--- src/hw/sem_map.svh ---
`ifndef SEM_MAP_SVH
`define SEM_MAP_SVH

// Register offsets
`define SEM_ADDR_DS_INPUT_MASK   8'hea
`define SEM_ADDR_DS_VT_MASK      8'heb
`define SEM_ADDR_INPUT_ERR_MASK  8'hec
`define SEM_ADDR_MISC_ERR_MASK   8'hed
`define SEM_ADDR_ZONE_ONE_OFS    8'hee
`define SEM_ADDR_ZONE_TWO_OFS    8'hef

// Reset values
`define SEM_RST_DS_INPUT_MASK    8'hff
`define SEM_RST_DS_VT_MASK       8'h07
`define SEM_RST_INPUT_ERR_MASK   8'hff
`define SEM_RST_MISC_ERR_MASK    8'h3f
`define SEM_RST_ZONE_OFS         8'h00

// Writable bits per register
`define SEM_WMASK_DS_VT          8'h0f
`define SEM_WMASK_MISC           8'h3f
`define SEM_WMASK_ZONE           8'h3f

// Field positions
`define SEM_BIT_ANALOG13         1
`define SEM_BIT_ANALOG14         2
`define SEM_BIT_DS_TEMP          3
`define SEM_BIT_REG_HOT          0
`define SEM_BIT_INPUT8           3
`define SEM_BIT_DYN_CORE         4

// Sleep-state field encoding
`define SEM_SLEEP_DEEP           2'h3

`endif

--- src/hw/sem_pkg.sv ---
package sem_pkg;

  // Raw error events from the monitoring logic
  typedef struct packed {
    logic [7:0] inputErr;
    logic       analog13Err;
    logic       analog14Err;
    logic [1:0] zoneTempErr;
    logic [1:0] zoneDiodeErr;
    logic       regulatorHotEvent;
    logic       input8Err;
    logic       dynCoreErr;
  } sem_events_t;

  typedef struct packed {
    logic [8:0] zoneOne;
    logic [8:0] zoneTwo;
  } sem_temps_t;

endpackage

--- src/hw/sem_sleep_error_mask.sv ---
`timescale 1ns/100ps
`include "sem_map.svh"

// What this block does
// - In deep sleep, set input mask bits suppress their input errors; reset FFh.
// - In deep sleep, bits 1 and 2 suppress analog channel 13, 14 errors.
// - In deep sleep, bit 3 suppresses zone 1 and 2 temperature, diode errors.
// - Input error mask bit n masks input n in every state; reset FFh.
// - Input mask gates status bits only; live input state stays unmasked.
// - Misc mask bit 0 masks regulator hot events; register resets 3Fh.
// - Misc mask bit 3 masks general input eight events.
// - Misc mask bit 4 masks dynamic core-voltage limit events.
// - Zone offsets are six-bit signed, reset zero, added to each measurement.
// - Adjusted temperature feeds readings, limits and fans as the true value.
// - Offset spans +31 to -32 degrees; sign-extend before adding.
// - Sleep field 11 selects deep sleep; entered while reset input asserted.
module sem_sleep_error_mask
  import sem_pkg::*;
(
  input  wire logic        clk,
  input  wire logic        rst,
  input  wire logic        wrEn,
  input  wire logic        rdEn,
  input  wire logic [7:0]  regAddr,
  input  wire logic [7:0]  wrData,
  output logic      [7:0]  rdData,
  output logic             rdHit,
  input  wire logic [1:0]  sleepState,
  input  wire logic        resetInput_n,
  input  wire sem_events_t rawEvents,
  input  wire logic [7:0]  liveInputs,
  input  wire sem_temps_t  measTemps,
  input  wire logic        measValid,
  output sem_events_t      gatedEvents,
  output logic      [7:0]  liveInputState,
  output sem_temps_t       adjTemps,
  output logic             adjValid
);

  // ==========================================================
  // Register storage
  logic [7:0] deepSleepInputMask;
  logic [7:0] deepSleepVoltageTempMask;
  logic [7:0] inputErrorMask;
  logic [7:0] miscErrorMask;
  logic [7:0] zoneOneOffset;
  logic [7:0] zoneTwoOffset;
  logic [7:0] next_deepSleepInputMask;
  logic [7:0] next_deepSleepVoltageTempMask;
  logic [7:0] next_inputErrorMask;
  logic [7:0] next_miscErrorMask;
  logic [7:0] next_zoneOneOffset;
  logic [7:0] next_zoneTwoOffset;
  logic [7:0] next_rdData;
  logic       next_rdHit;

  // Bits outside the write mask keep their stored value
  function automatic logic [7:0] merge(input logic [7:0] cur,
                                       input logic [7:0] wd,
                                       input logic [7:0] wm);
    merge = (cur & ~wm) | (wd & wm);
  endfunction

  // One decode for both ports keeps the read and write maps in step
  function automatic logic isMapped(input logic [7:0] a);
    case (a)
      `SEM_ADDR_DS_INPUT_MASK,
      `SEM_ADDR_DS_VT_MASK,
      `SEM_ADDR_INPUT_ERR_MASK,
      `SEM_ADDR_MISC_ERR_MASK,
      `SEM_ADDR_ZONE_ONE_OFS,
      `SEM_ADDR_ZONE_TWO_OFS: isMapped = 1'b1;
      default:                isMapped = 1'b0;
    endcase
  endfunction

  // Unmapped writes change nothing
  always_comb begin
    next_deepSleepInputMask       = deepSleepInputMask;
    next_deepSleepVoltageTempMask = deepSleepVoltageTempMask;
    next_inputErrorMask           = inputErrorMask;
    next_miscErrorMask            = miscErrorMask;
    next_zoneOneOffset            = zoneOneOffset;
    next_zoneTwoOffset            = zoneTwoOffset;
    if (wrEn && isMapped(regAddr)) begin
      case (regAddr)
        `SEM_ADDR_DS_INPUT_MASK: begin
          next_deepSleepInputMask = wrData;
        end
        `SEM_ADDR_DS_VT_MASK: begin
          next_deepSleepVoltageTempMask = merge(deepSleepVoltageTempMask,
            wrData, `SEM_WMASK_DS_VT);
        end
        `SEM_ADDR_INPUT_ERR_MASK: begin
          next_inputErrorMask = wrData;
        end
        `SEM_ADDR_MISC_ERR_MASK: begin
          next_miscErrorMask = merge(miscErrorMask, wrData,
            `SEM_WMASK_MISC);
        end
        `SEM_ADDR_ZONE_ONE_OFS: begin
          next_zoneOneOffset = merge(zoneOneOffset, wrData,
            `SEM_WMASK_ZONE);
        end
        `SEM_ADDR_ZONE_TWO_OFS: begin
          next_zoneTwoOffset = merge(zoneTwoOffset, wrData,
            `SEM_WMASK_ZONE);
        end
        default: begin
        end
      endcase
    end
  end

  // Only rst restores these; the reset pin changes masking alone
  always_ff @(posedge clk) begin
    if (rst) begin
      deepSleepInputMask       <= `SEM_RST_DS_INPUT_MASK;
      deepSleepVoltageTempMask <= `SEM_RST_DS_VT_MASK;
      inputErrorMask           <= `SEM_RST_INPUT_ERR_MASK;
      miscErrorMask            <= `SEM_RST_MISC_ERR_MASK;
      zoneOneOffset            <= `SEM_RST_ZONE_OFS;
      zoneTwoOffset            <= `SEM_RST_ZONE_OFS;
    end else begin
      deepSleepInputMask       <= next_deepSleepInputMask;
      deepSleepVoltageTempMask <= next_deepSleepVoltageTempMask;
      inputErrorMask           <= next_inputErrorMask;
      miscErrorMask            <= next_miscErrorMask;
      zoneOneOffset            <= next_zoneOneOffset;
      zoneTwoOffset            <= next_zoneTwoOffset;
    end
  end

  // ==========================================================
  // Read port
  // Reserved bits are never stored, so reads return zero there
  always_comb begin
    next_rdData = 8'h00;
    next_rdHit  = 1'b0;
    if (rdEn) begin
      next_rdHit = isMapped(regAddr);
      case (regAddr)
        `SEM_ADDR_DS_INPUT_MASK:  next_rdData = deepSleepInputMask;
        `SEM_ADDR_DS_VT_MASK:     next_rdData = deepSleepVoltageTempMask;
        `SEM_ADDR_INPUT_ERR_MASK: next_rdData = inputErrorMask;
        `SEM_ADDR_MISC_ERR_MASK:  next_rdData = miscErrorMask;
        `SEM_ADDR_ZONE_ONE_OFS:   next_rdData = zoneOneOffset;
        `SEM_ADDR_ZONE_TWO_OFS:   next_rdData = zoneTwoOffset;
        default:                  next_rdData = 8'h00;
      endcase
    end
  end

  always_ff @(posedge clk) begin
    if (rst) begin
      rdData <= 8'h00;
      rdHit  <= 1'b0;
    end else begin
      rdData <= next_rdData;
      rdHit  <= next_rdHit;
    end
  end

  // ==========================================================
  // Pin synchronisers
  logic       resetSync1;
  logic       resetSync2;
  logic [7:0] inputSync1;
  logic [7:0] inputSync2;
  logic       next_resetSync1;
  logic       next_resetSync2;
  logic [7:0] next_inputSync1;
  logic [7:0] next_inputSync2;

  // Only the second stage feeds logic; the first may be metastable
  always_comb begin
    next_resetSync1 = ~resetInput_n;
    next_resetSync2 = resetSync1;
    next_inputSync1 = liveInputs;
    next_inputSync2 = inputSync1;
  end

  always_ff @(posedge clk) begin
    if (rst) begin
      resetSync1 <= 1'b0;
      resetSync2 <= 1'b0;
      inputSync1 <= 8'h00;
      inputSync2 <= 8'h00;
    end else begin
      resetSync1 <= next_resetSync1;
      resetSync2 <= next_resetSync2;
      inputSync1 <= next_inputSync1;
      inputSync2 <= next_inputSync2;
    end
  end

  // ==========================================================
  // Event gating
  logic        deepSleep;
  logic        dsTemp;
  logic        dsAnalog13;
  logic        dsAnalog14;
  logic [7:0]  inputKeep;
  sem_events_t next_gatedEvents;
  logic [7:0]  next_liveInputState;

  // Reset pin forces deep-sleep masking regardless of the field
  assign deepSleep = (sleepState == `SEM_SLEEP_DEEP) || resetSync2;
  // Deep-sleep bits act only while deepSleep is high
  assign dsTemp    = deepSleep
                     && deepSleepVoltageTempMask[`SEM_BIT_DS_TEMP];
  assign dsAnalog13 = deepSleep
                      && deepSleepVoltageTempMask[`SEM_BIT_ANALOG13];
  assign dsAnalog14 = deepSleep
                      && deepSleepVoltageTempMask[`SEM_BIT_ANALOG14];

  // ==========================================================
  // Per-input gating
  // Live state is taken before this point, so masks never reach it
  generate
    for (genvar i = 0; i < 8; i++) begin : g_input
      assign inputKeep[i] = ~inputErrorMask[i]
                            & ~(deepSleep & deepSleepInputMask[i]);
    end
  endgenerate

  always_comb begin
    next_gatedEvents = rawEvents;
    next_gatedEvents.inputErr = rawEvents.inputErr
      & inputKeep;
    next_gatedEvents.analog13Err = rawEvents.analog13Err
      & ~dsAnalog13;
    next_gatedEvents.analog14Err = rawEvents.analog14Err
      & ~dsAnalog14;
    next_gatedEvents.zoneTempErr  = rawEvents.zoneTempErr
      & ~{2{dsTemp}};
    next_gatedEvents.zoneDiodeErr = rawEvents.zoneDiodeErr
      & ~{2{dsTemp}};
    next_gatedEvents.regulatorHotEvent = rawEvents.regulatorHotEvent
      & ~miscErrorMask[`SEM_BIT_REG_HOT];
    next_gatedEvents.input8Err = rawEvents.input8Err
      & ~miscErrorMask[`SEM_BIT_INPUT8];
    next_gatedEvents.dynCoreErr = rawEvents.dynCoreErr
      & ~miscErrorMask[`SEM_BIT_DYN_CORE];
    // Live state bypasses every mask
    next_liveInputState = inputSync2;
  end

  always_ff @(posedge clk) begin
    if (rst) begin
      gatedEvents    <= '0;
      liveInputState <= 8'h00;
    end else begin
      gatedEvents    <= next_gatedEvents;
      liveInputState <= next_liveInputState;
    end
  end

  // ==========================================================
  // Zone temperature offset
  sem_temps_t next_adjTemps;
  logic       next_adjValid;
  logic [8:0] zoneOneStep;
  logic [8:0] zoneTwoStep;

  // Offset in degrees scaled to the reading's half-degree LSB
  function automatic logic [8:0] stepOf(input logic [5:0] ofs);
    stepOf = {{2{ofs[5]}}, ofs, 1'b0};
  endfunction

  assign zoneOneStep = stepOf(zoneOneOffset[5:0]);
  assign zoneTwoStep = stepOf(zoneTwoOffset[5:0]);

  // No saturation: a sum past the 9-bit range wraps
  always_comb begin
    next_adjTemps = adjTemps;
    next_adjValid = measValid;
    if (measValid) begin
      next_adjTemps.zoneOne = measTemps.zoneOne + zoneOneStep;
      next_adjTemps.zoneTwo = measTemps.zoneTwo + zoneTwoStep;
    end
  end

  // Downstream consumers take only this adjusted value
  always_ff @(posedge clk) begin
    if (rst) begin
      adjTemps <= '0;
      adjValid <= 1'b0;
    end else begin
      adjTemps <= next_adjTemps;
      adjValid <= next_adjValid;
    end
  end

endmodule

--- config.mk ---
export PLATFORM = sky130hd
export DESIGN_NAME = sem_sleep_error_mask
export DESIGN_NICKNAME = d
export VERILOG_FILES = /design/src/hw/sem_pkg.sv /design/src/hw/sem_sleep_error_mask.sv
export VERILOG_INCLUDE_DIRS = /design/src /design/src/hw
export SDC_FILE = /design/constraint.sdc
export NUM_CORES = 1
export LEC_CHECK = 0
export ABC_AREA = 0
export BUFFER_PORTS_ARGS = -buffer_cell sky130_fd_sc_hd__buf_4
export CAP_MARGIN = 20
export CELL_PAD_IN_SITES_DETAIL_PLACEMENT = 0
export CELL_PAD_IN_SITES_GLOBAL_PLACEMENT = 1
export CORE_AREA = 10 10 103 151
export DETAILED_ROUTE_END_ITERATION = 10
export DIE_AREA = 0 0 113 161
export PLACE_DENSITY_LB_ADDON = 0.1
export SETUP_SLACK_MARGIN = 0.4
export SYNTH_ARGS = -nofsm -noshare
export SYNTH_HDL_FRONTEND = slang
export SYNTH_SLANG_ARGS = --single-unit
--- constraint.sdc ---
create_clock -name clk -period 1.55 [get_ports clk]
set_input_delay 0.31 -clock clk [delete_from_list [all_inputs] [get_ports clk]]
set_output_delay 0.31 -clock clk [all_outputs]
set_load 0.005 [all_outputs]
# [Yosys cells after proc, flatten, opt, wreduce, memory -nomap -nowiden]
# Index checks and enable logic that the tools add are counted.
[classes] addsub=2 n_mul=0 n_lt_le_gt_ge=0 n_eq_ne=7 shifts=0 reduce_logical=13 div=0 n_bitwise=52 mux=2
[ops] op="$eq 8x8->1 const B" n=6
[ops] op="$pmux 8 s6" n=1
[ops] op="$or 8x6->8" n=3
[ops] op="$not 1->1" n=23
[ops] op="$and 1x1->1" n=21
[ops] op="$add 9x9->9" n=2
[ops] op="$reduce_and 2->1" n=6
[ops] op="$and 8x8->8" n=1
[ops] op="$or 8x4->8" n=1
[ops] op="$reduce_or 6->1" n=1
[ops] op="$and 2x2->2" n=2
[ops] op="$logic_and 1x1->1" n=4
[ops] op="$eq 2x2->1 const B" n=1
[ops] op="$not 2->2" n=1
[ops] op="$reduce_or 2->1" n=1
[ops] op="$logic_or 1x1->1" n=1
[ops] op="$mux 1" n=1
[totals] memories=0 latch_bits=0 ram_bits=0 word_cells=100 romBits=0 regBits=119

# [Depth between registers and ports, before layout]
[depth] word_depth=6 ltp_mapped=7 depth_no_buf=7

# [Least setup slack after synthesis]
# Ideal clock, no wire load.
[synth_path] path_type="input-to-reg" from="input measTemps[11] (netlist name)" to="register adjTemps[15] (netlist name)" stages=5 arrival_ns=1.512 path_slack_ns=-0.068 cell_sequence="ha_1 -> a211oi_1 -> o21ai_0 -> a2111o_1 -> o311ai_0"
[synth_via] elab_chain_cells=1
[synth_lines] item="start: declaration" line_no="sem_sleep_error_mask.sv:32" rtl="input wire sem_temps_t measTemps,"
[synth_lines] item="$add 9x9->9" line_no="sem_sleep_error_mask.sv:279" rtl="next_adjTemps.zoneOne = measTemps.zoneOne + zoneOneStep;"
[synth_lines] item="end signal: assignment" line_no="sem_sleep_error_mask.sv:290" rtl="adjTemps <= next_adjTemps;"
[synth_lines] item="end: declaration" line_no="sem_sleep_error_mask.sv:36" rtl="output sem_temps_t adjTemps,"
# No other way between the ends.
# A chain may end at the register's enable or synchronous reset.

# [Worst setup path after layout]
[layout_path] from="register zoneTwoOffset[0]" to="register adjTemps[7] (netlist name)"
[layout_via] elab_chain_cells=1
[layout_lines] item="start: declaration" line_no="sem_sleep_error_mask.sv:47" rtl="logic [7:0] zoneTwoOffset;"
[layout_lines] item="start signal: assignment" line_no="sem_sleep_error_mask.sv:123" rtl="zoneTwoOffset <= `SEM_RST_ZONE_OFS;"
[layout_lines] item="start signal: assignment" line_no="sem_sleep_error_mask.sv:130" rtl="zoneTwoOffset <= next_zoneTwoOffset;"
[layout_lines] item="$add 9x9->9" line_no="sem_sleep_error_mask.sv:280" rtl="next_adjTemps.zoneTwo = measTemps.zoneTwo + zoneTwoStep;"
# No other way between the ends.

==> flow_metrics.tcl <==
set metrics [dict create \
    layout_commonest_cell "buf_4" \
    end_kind "register" \
    worst_pin_slew_ns 0.480 \
    ant_nets 0 \
    grt_usage_pct 13.9 \
    ys.flop_type "dfxtp_1" \
    ys_seq_area_share_pct 48.0 \
    placedCellCount 748 \
    pre_cts_slack_ns -0.203 \
    dp_hpwl_mm 9.70 \
    fin_crit_sh_pct 106 \
    cts_tree "built" \
    wl_per_cell_um 16.8 \
    drv_slew 0 \
    wl_mm 13.0 \
    fin_skew_ns 0.00858 \
    dr.first_iter.drc_count 124 \
    core_mm2 0.0128 \
    reg2reg_from "zoneTwoOffset[0]$_SDFFE_PP0P_" \
    seqPwrFrac_pct 50.8 \
    critPathKind "reg -> reg" \
    holdPathEnd "next_resetSync2$_SDFF_PP0_" \
    crit_chain "ha_4 -> inv_2 -> fa_2 -> nor2b_2 -> o21a_2 -> buf_4 -> o311ai_4 -> o211ai_1" \
    die_h_um 161 \
    dieArea_mm2 0.0182 \
    maxSlewHeadroom_pct 68.0 \
    reg2reg_depth 8 \
    async_reset_ff_share_pct 0 \
    htreeDepth 3 \
    syn_to_final_growth_pct 46.7 \
    avgViaCountPerCell 4.91 \
    numClockSinks 109 \
    clk_pin_slew_ns 0.08 \
    holdPathStages 2 \
    fin_setup_tns_ns -0.299 \
    p_leak_uw 0.00285 \
    power.internal_uw 4290 \
    cts-buffers-inserted 9 \
    dr.pass1.iters 4 \
    outcome "finished with violations" \
    via_count 3809 \
    place_area_mm2 0.00600 \
    syn_inst 468 \
    required_ns 1.77 \
    switchingPower_uw 1390 \
    drive_gt1_share_pct 44.2 \
    nNetsFinal 694 \
    initial_core_util_pct 35.5 \
    hold_viol_final 0 \
    period_minus_slack_ns 1.64 \
    pwr-share-comb_pct 10.5 \
    p_clk_share_pct 38.7 \
    ioPinCount 120 \
    min-delay-start "resetInput_n" \
    rsz0062_at_grt "yes" \
    cts-root-buf "clkbuf_16" \
    place.gp.congestion 0.777 \
    grt_pass1_vias 3986 \
    fmax_ghz 0.611 \
    yosys_warnings 0 \
    cts_hold_buf 0 \
    grt_pass1_wl_mm 20.5 \
    crit_slowest_cell "dfxtp_4" \
    ys_seq_elements 109 \
    hold_path.class "in -> reg" \
    cpPeakStageDelay_ns 0.36 \
    antenna_found_initial 0 \
    setup_ws_ns -0.0857 \
    maxCapViolCount 0 \
    syn_area_per_cell_um2 9.72 \
    port_buffers 119 \
    worstSetupStartpointType "register" \
    synth_edf_count 0 \
    cp.arrival_ns 1.86 \
    cts_max_path_buffers 2 \
    ir_drop_v 0.000510 \
    crit_fanout 4 \
    switching_share_pct 24.5 \
    power_density_mw_per_mm2 852 \
    setup_viol 7 \
    r2r_end "adjTemps[7]$_SDFFE_PP0P_" \
    row_count 51 \
    overflow 0 \
    post-route-cell-area_mm2 0.00668 \
    fp.dieW_um 113 \
    synthesis.area_mm2 0.00455 \
    violations "negative setup slack" \
    clkLatencyLatePin_ns 0.35 \
    instances_no_fill 775 \
    synth_cell_types 49 \
    final_cell_mix "141 x buf_4, 89 x dfxtp_1, 57 x nand2_1, 38 x nor2_1, 34 x mux2i_1" \
    antenna_cells 0 \
    grt_max_degree 56 \
    drc_errors 0 \
    synth_fp_nets 551 \
    r2r_setup_slack_ns -0.09 \
]
-- logic make-up after synthesis --
logic type	count (synthesis)	share of synthesized area (%)
AO/OA/AOI/OAI	72	10.4
XOR/XNOR	3	0.578
adder cells (fa/ha/maj)	16	4.73
buffers and inverters	44	4.67
flip-flops	109	48.0
multiplexers	45	11.7
AND/OR/NAND/NOR	179	20.0
-- cells in the mapped netlist, types with 3 or more instances --
| cell | count | area share (%) |
|---|---|---|
| nor3_1 | 19 | 2.1 |
| nand4_2 | 3 | 0.82 |
| a22oi_1 | 6 | 0.99 |
| nor3b_1 | 6 | 0.99 |
| o21a_1 | 5 | 0.82 |
| and2_1 | 5 | 0.69 |
| nor2_1 | 38 | 3.1 |
| buf_4 | 3 | 0.49 |
| buf_2 | 3 | 0.33 |
| dfxtp_1 | 109 | 48 |
| nor2b_1 | 31 | 4.3 |
| ha_1 | 14 | 3.8 |
| buf_6 | 4 | 0.99 |
| mux2_2 | 4 | 0.99 |
| and3_1 | 7 | 0.96 |
| a31oi_1 | 3 | 0.41 |
| nand2_1 | 57 | 4.7 |
| o21ai_0 | 8 | 0.88 |
| clkbuf_1 | 15 | 1.2 |
| a211oi_1 | 5 | 0.82 |
| mux2i_1 | 35 | 7.7 |
| mux4_2 | 6 | 3.0 |
| o32ai_1 | 3 | 0.58 |
| o211ai_1 | 3 | 0.49 |
| nand3_1 | 4 | 0.44 |
| a21oi_1 | 25 | 2.7 |
| o311ai_0 | 4 | 0.77 |
| inv_1 | 14 | 1.2 |
-- flip-flops by register name, summed over array words and instances (netlist names) --
signal                    flops
resetSync2                    1
deepSleepInputMask            8
deepSleepVoltageTempMask      4
liveInputState                8
gatedEvents                  17
inputSync1                    8
inputErrorMask                8
adjTemps                     18
next_resetSync2               1
rdHit                         1
inputSync2                    8
rdData                        8
zoneTwoOffset                 6
adjValid                      1
miscErrorMask                 6
zoneOneOffset                 6
-- metal layers --
metal  vias to the layer above  routed length [um]  GRT usage (%)  share of wire (%)
met3                         9                 623           3.52                4.8
met5                         -                   0              0                  0
met2                        88                6820           24.9                 52
met1                      1788                5420           15.3                 42
met4                         0                 130           5.03                1.0
li1                       1924                   -              -                  -
-- what timing repair did --
item,in CTS,in global routing
buffers inserted,7,3
cloned,0,1
endpoints found under the setup margin,51,57
resized for setup,25,46
pin swaps,16,16
-- stage by stage --
| step | power [uW] | hold WS (ns) | util, % |
|---|---|---|---|
| after floorplan | 3230 | 0.382 | - |
| after global placement | 3520 | 0.416 | 46.8 |
| after detailed placement | 3530 | 0.422 | 46.8 |
| after CTS | 5750 | 0.0913 | 50.1 |
| after global routing | 5940 | 0.0982 | 52.1 |
| final | 5690 | 0.103 | 52.1 |
-- worst max-delay path by stage --
| stage | startpoint | endpoint | slack (ns) | depth (start not counted) |
|---|---|---|---|---|
| final | zoneTwoOffset[0]$_SDFFE_PP0P_ | adjTemps[7]$_SDFFE_PP0P_ | -0.09 | 8 |
| after global routing | zoneTwoOffset[0]$_SDFFE_PP0P_ | adjTemps[7]$_SDFFE_PP0P_ | -0.14 | 8 |
| after CTS | zoneOneOffset[0]$_SDFFE_PP0P_ | adjTemps[14]$_SDFFE_PP0P_ | -0.08 | 7 |
| after detailed placement | measTemps[11] | adjTemps[15]$_SDFFE_PP0P_ | -0.20 | 6 |
| after global placement | measTemps[11] | adjTemps[15]$_SDFFE_PP0P_ | -0.15 | 6 |
| after floorplan | regAddr[4] | zoneOneOffset[0]$_SDFFE_PP0P_ | 0.05 | 7 |
-- cell type report --
type,instances,area [um^2]
clock buffer,9,225
sequential,109,2210
multi-input combinational,315,2570
clock inverter,7,56.3
inverter,15,56.3
timing repair buffer,161,1350
tap,159,199
fill,1192,6150
-- power groups by stage --
stage / Combinational (uW) / Clock [uW] / Sequential, uW
after floorplan: 274 / 0 / 2960
after global placement: 568 / 0 / 2960
after detailed placement: 575 / 0 / 2960
after CTS: 585 / 2280 / 2890
after global routing: 658 / 2390 / 2890
final: 599 / 2200 / 2890
-- worst max-delay path, delay by kind of cell, from the launching register on --
family / cells / cell delay [ns]
flops: 1 / 0.36
buf+inv: 2 / 0.19
compound gates: 3 / 0.57
simple gates: 1 / 0.05
fa+ha+maj: 2 / 0.36
(Power assumes the default switching activity.)
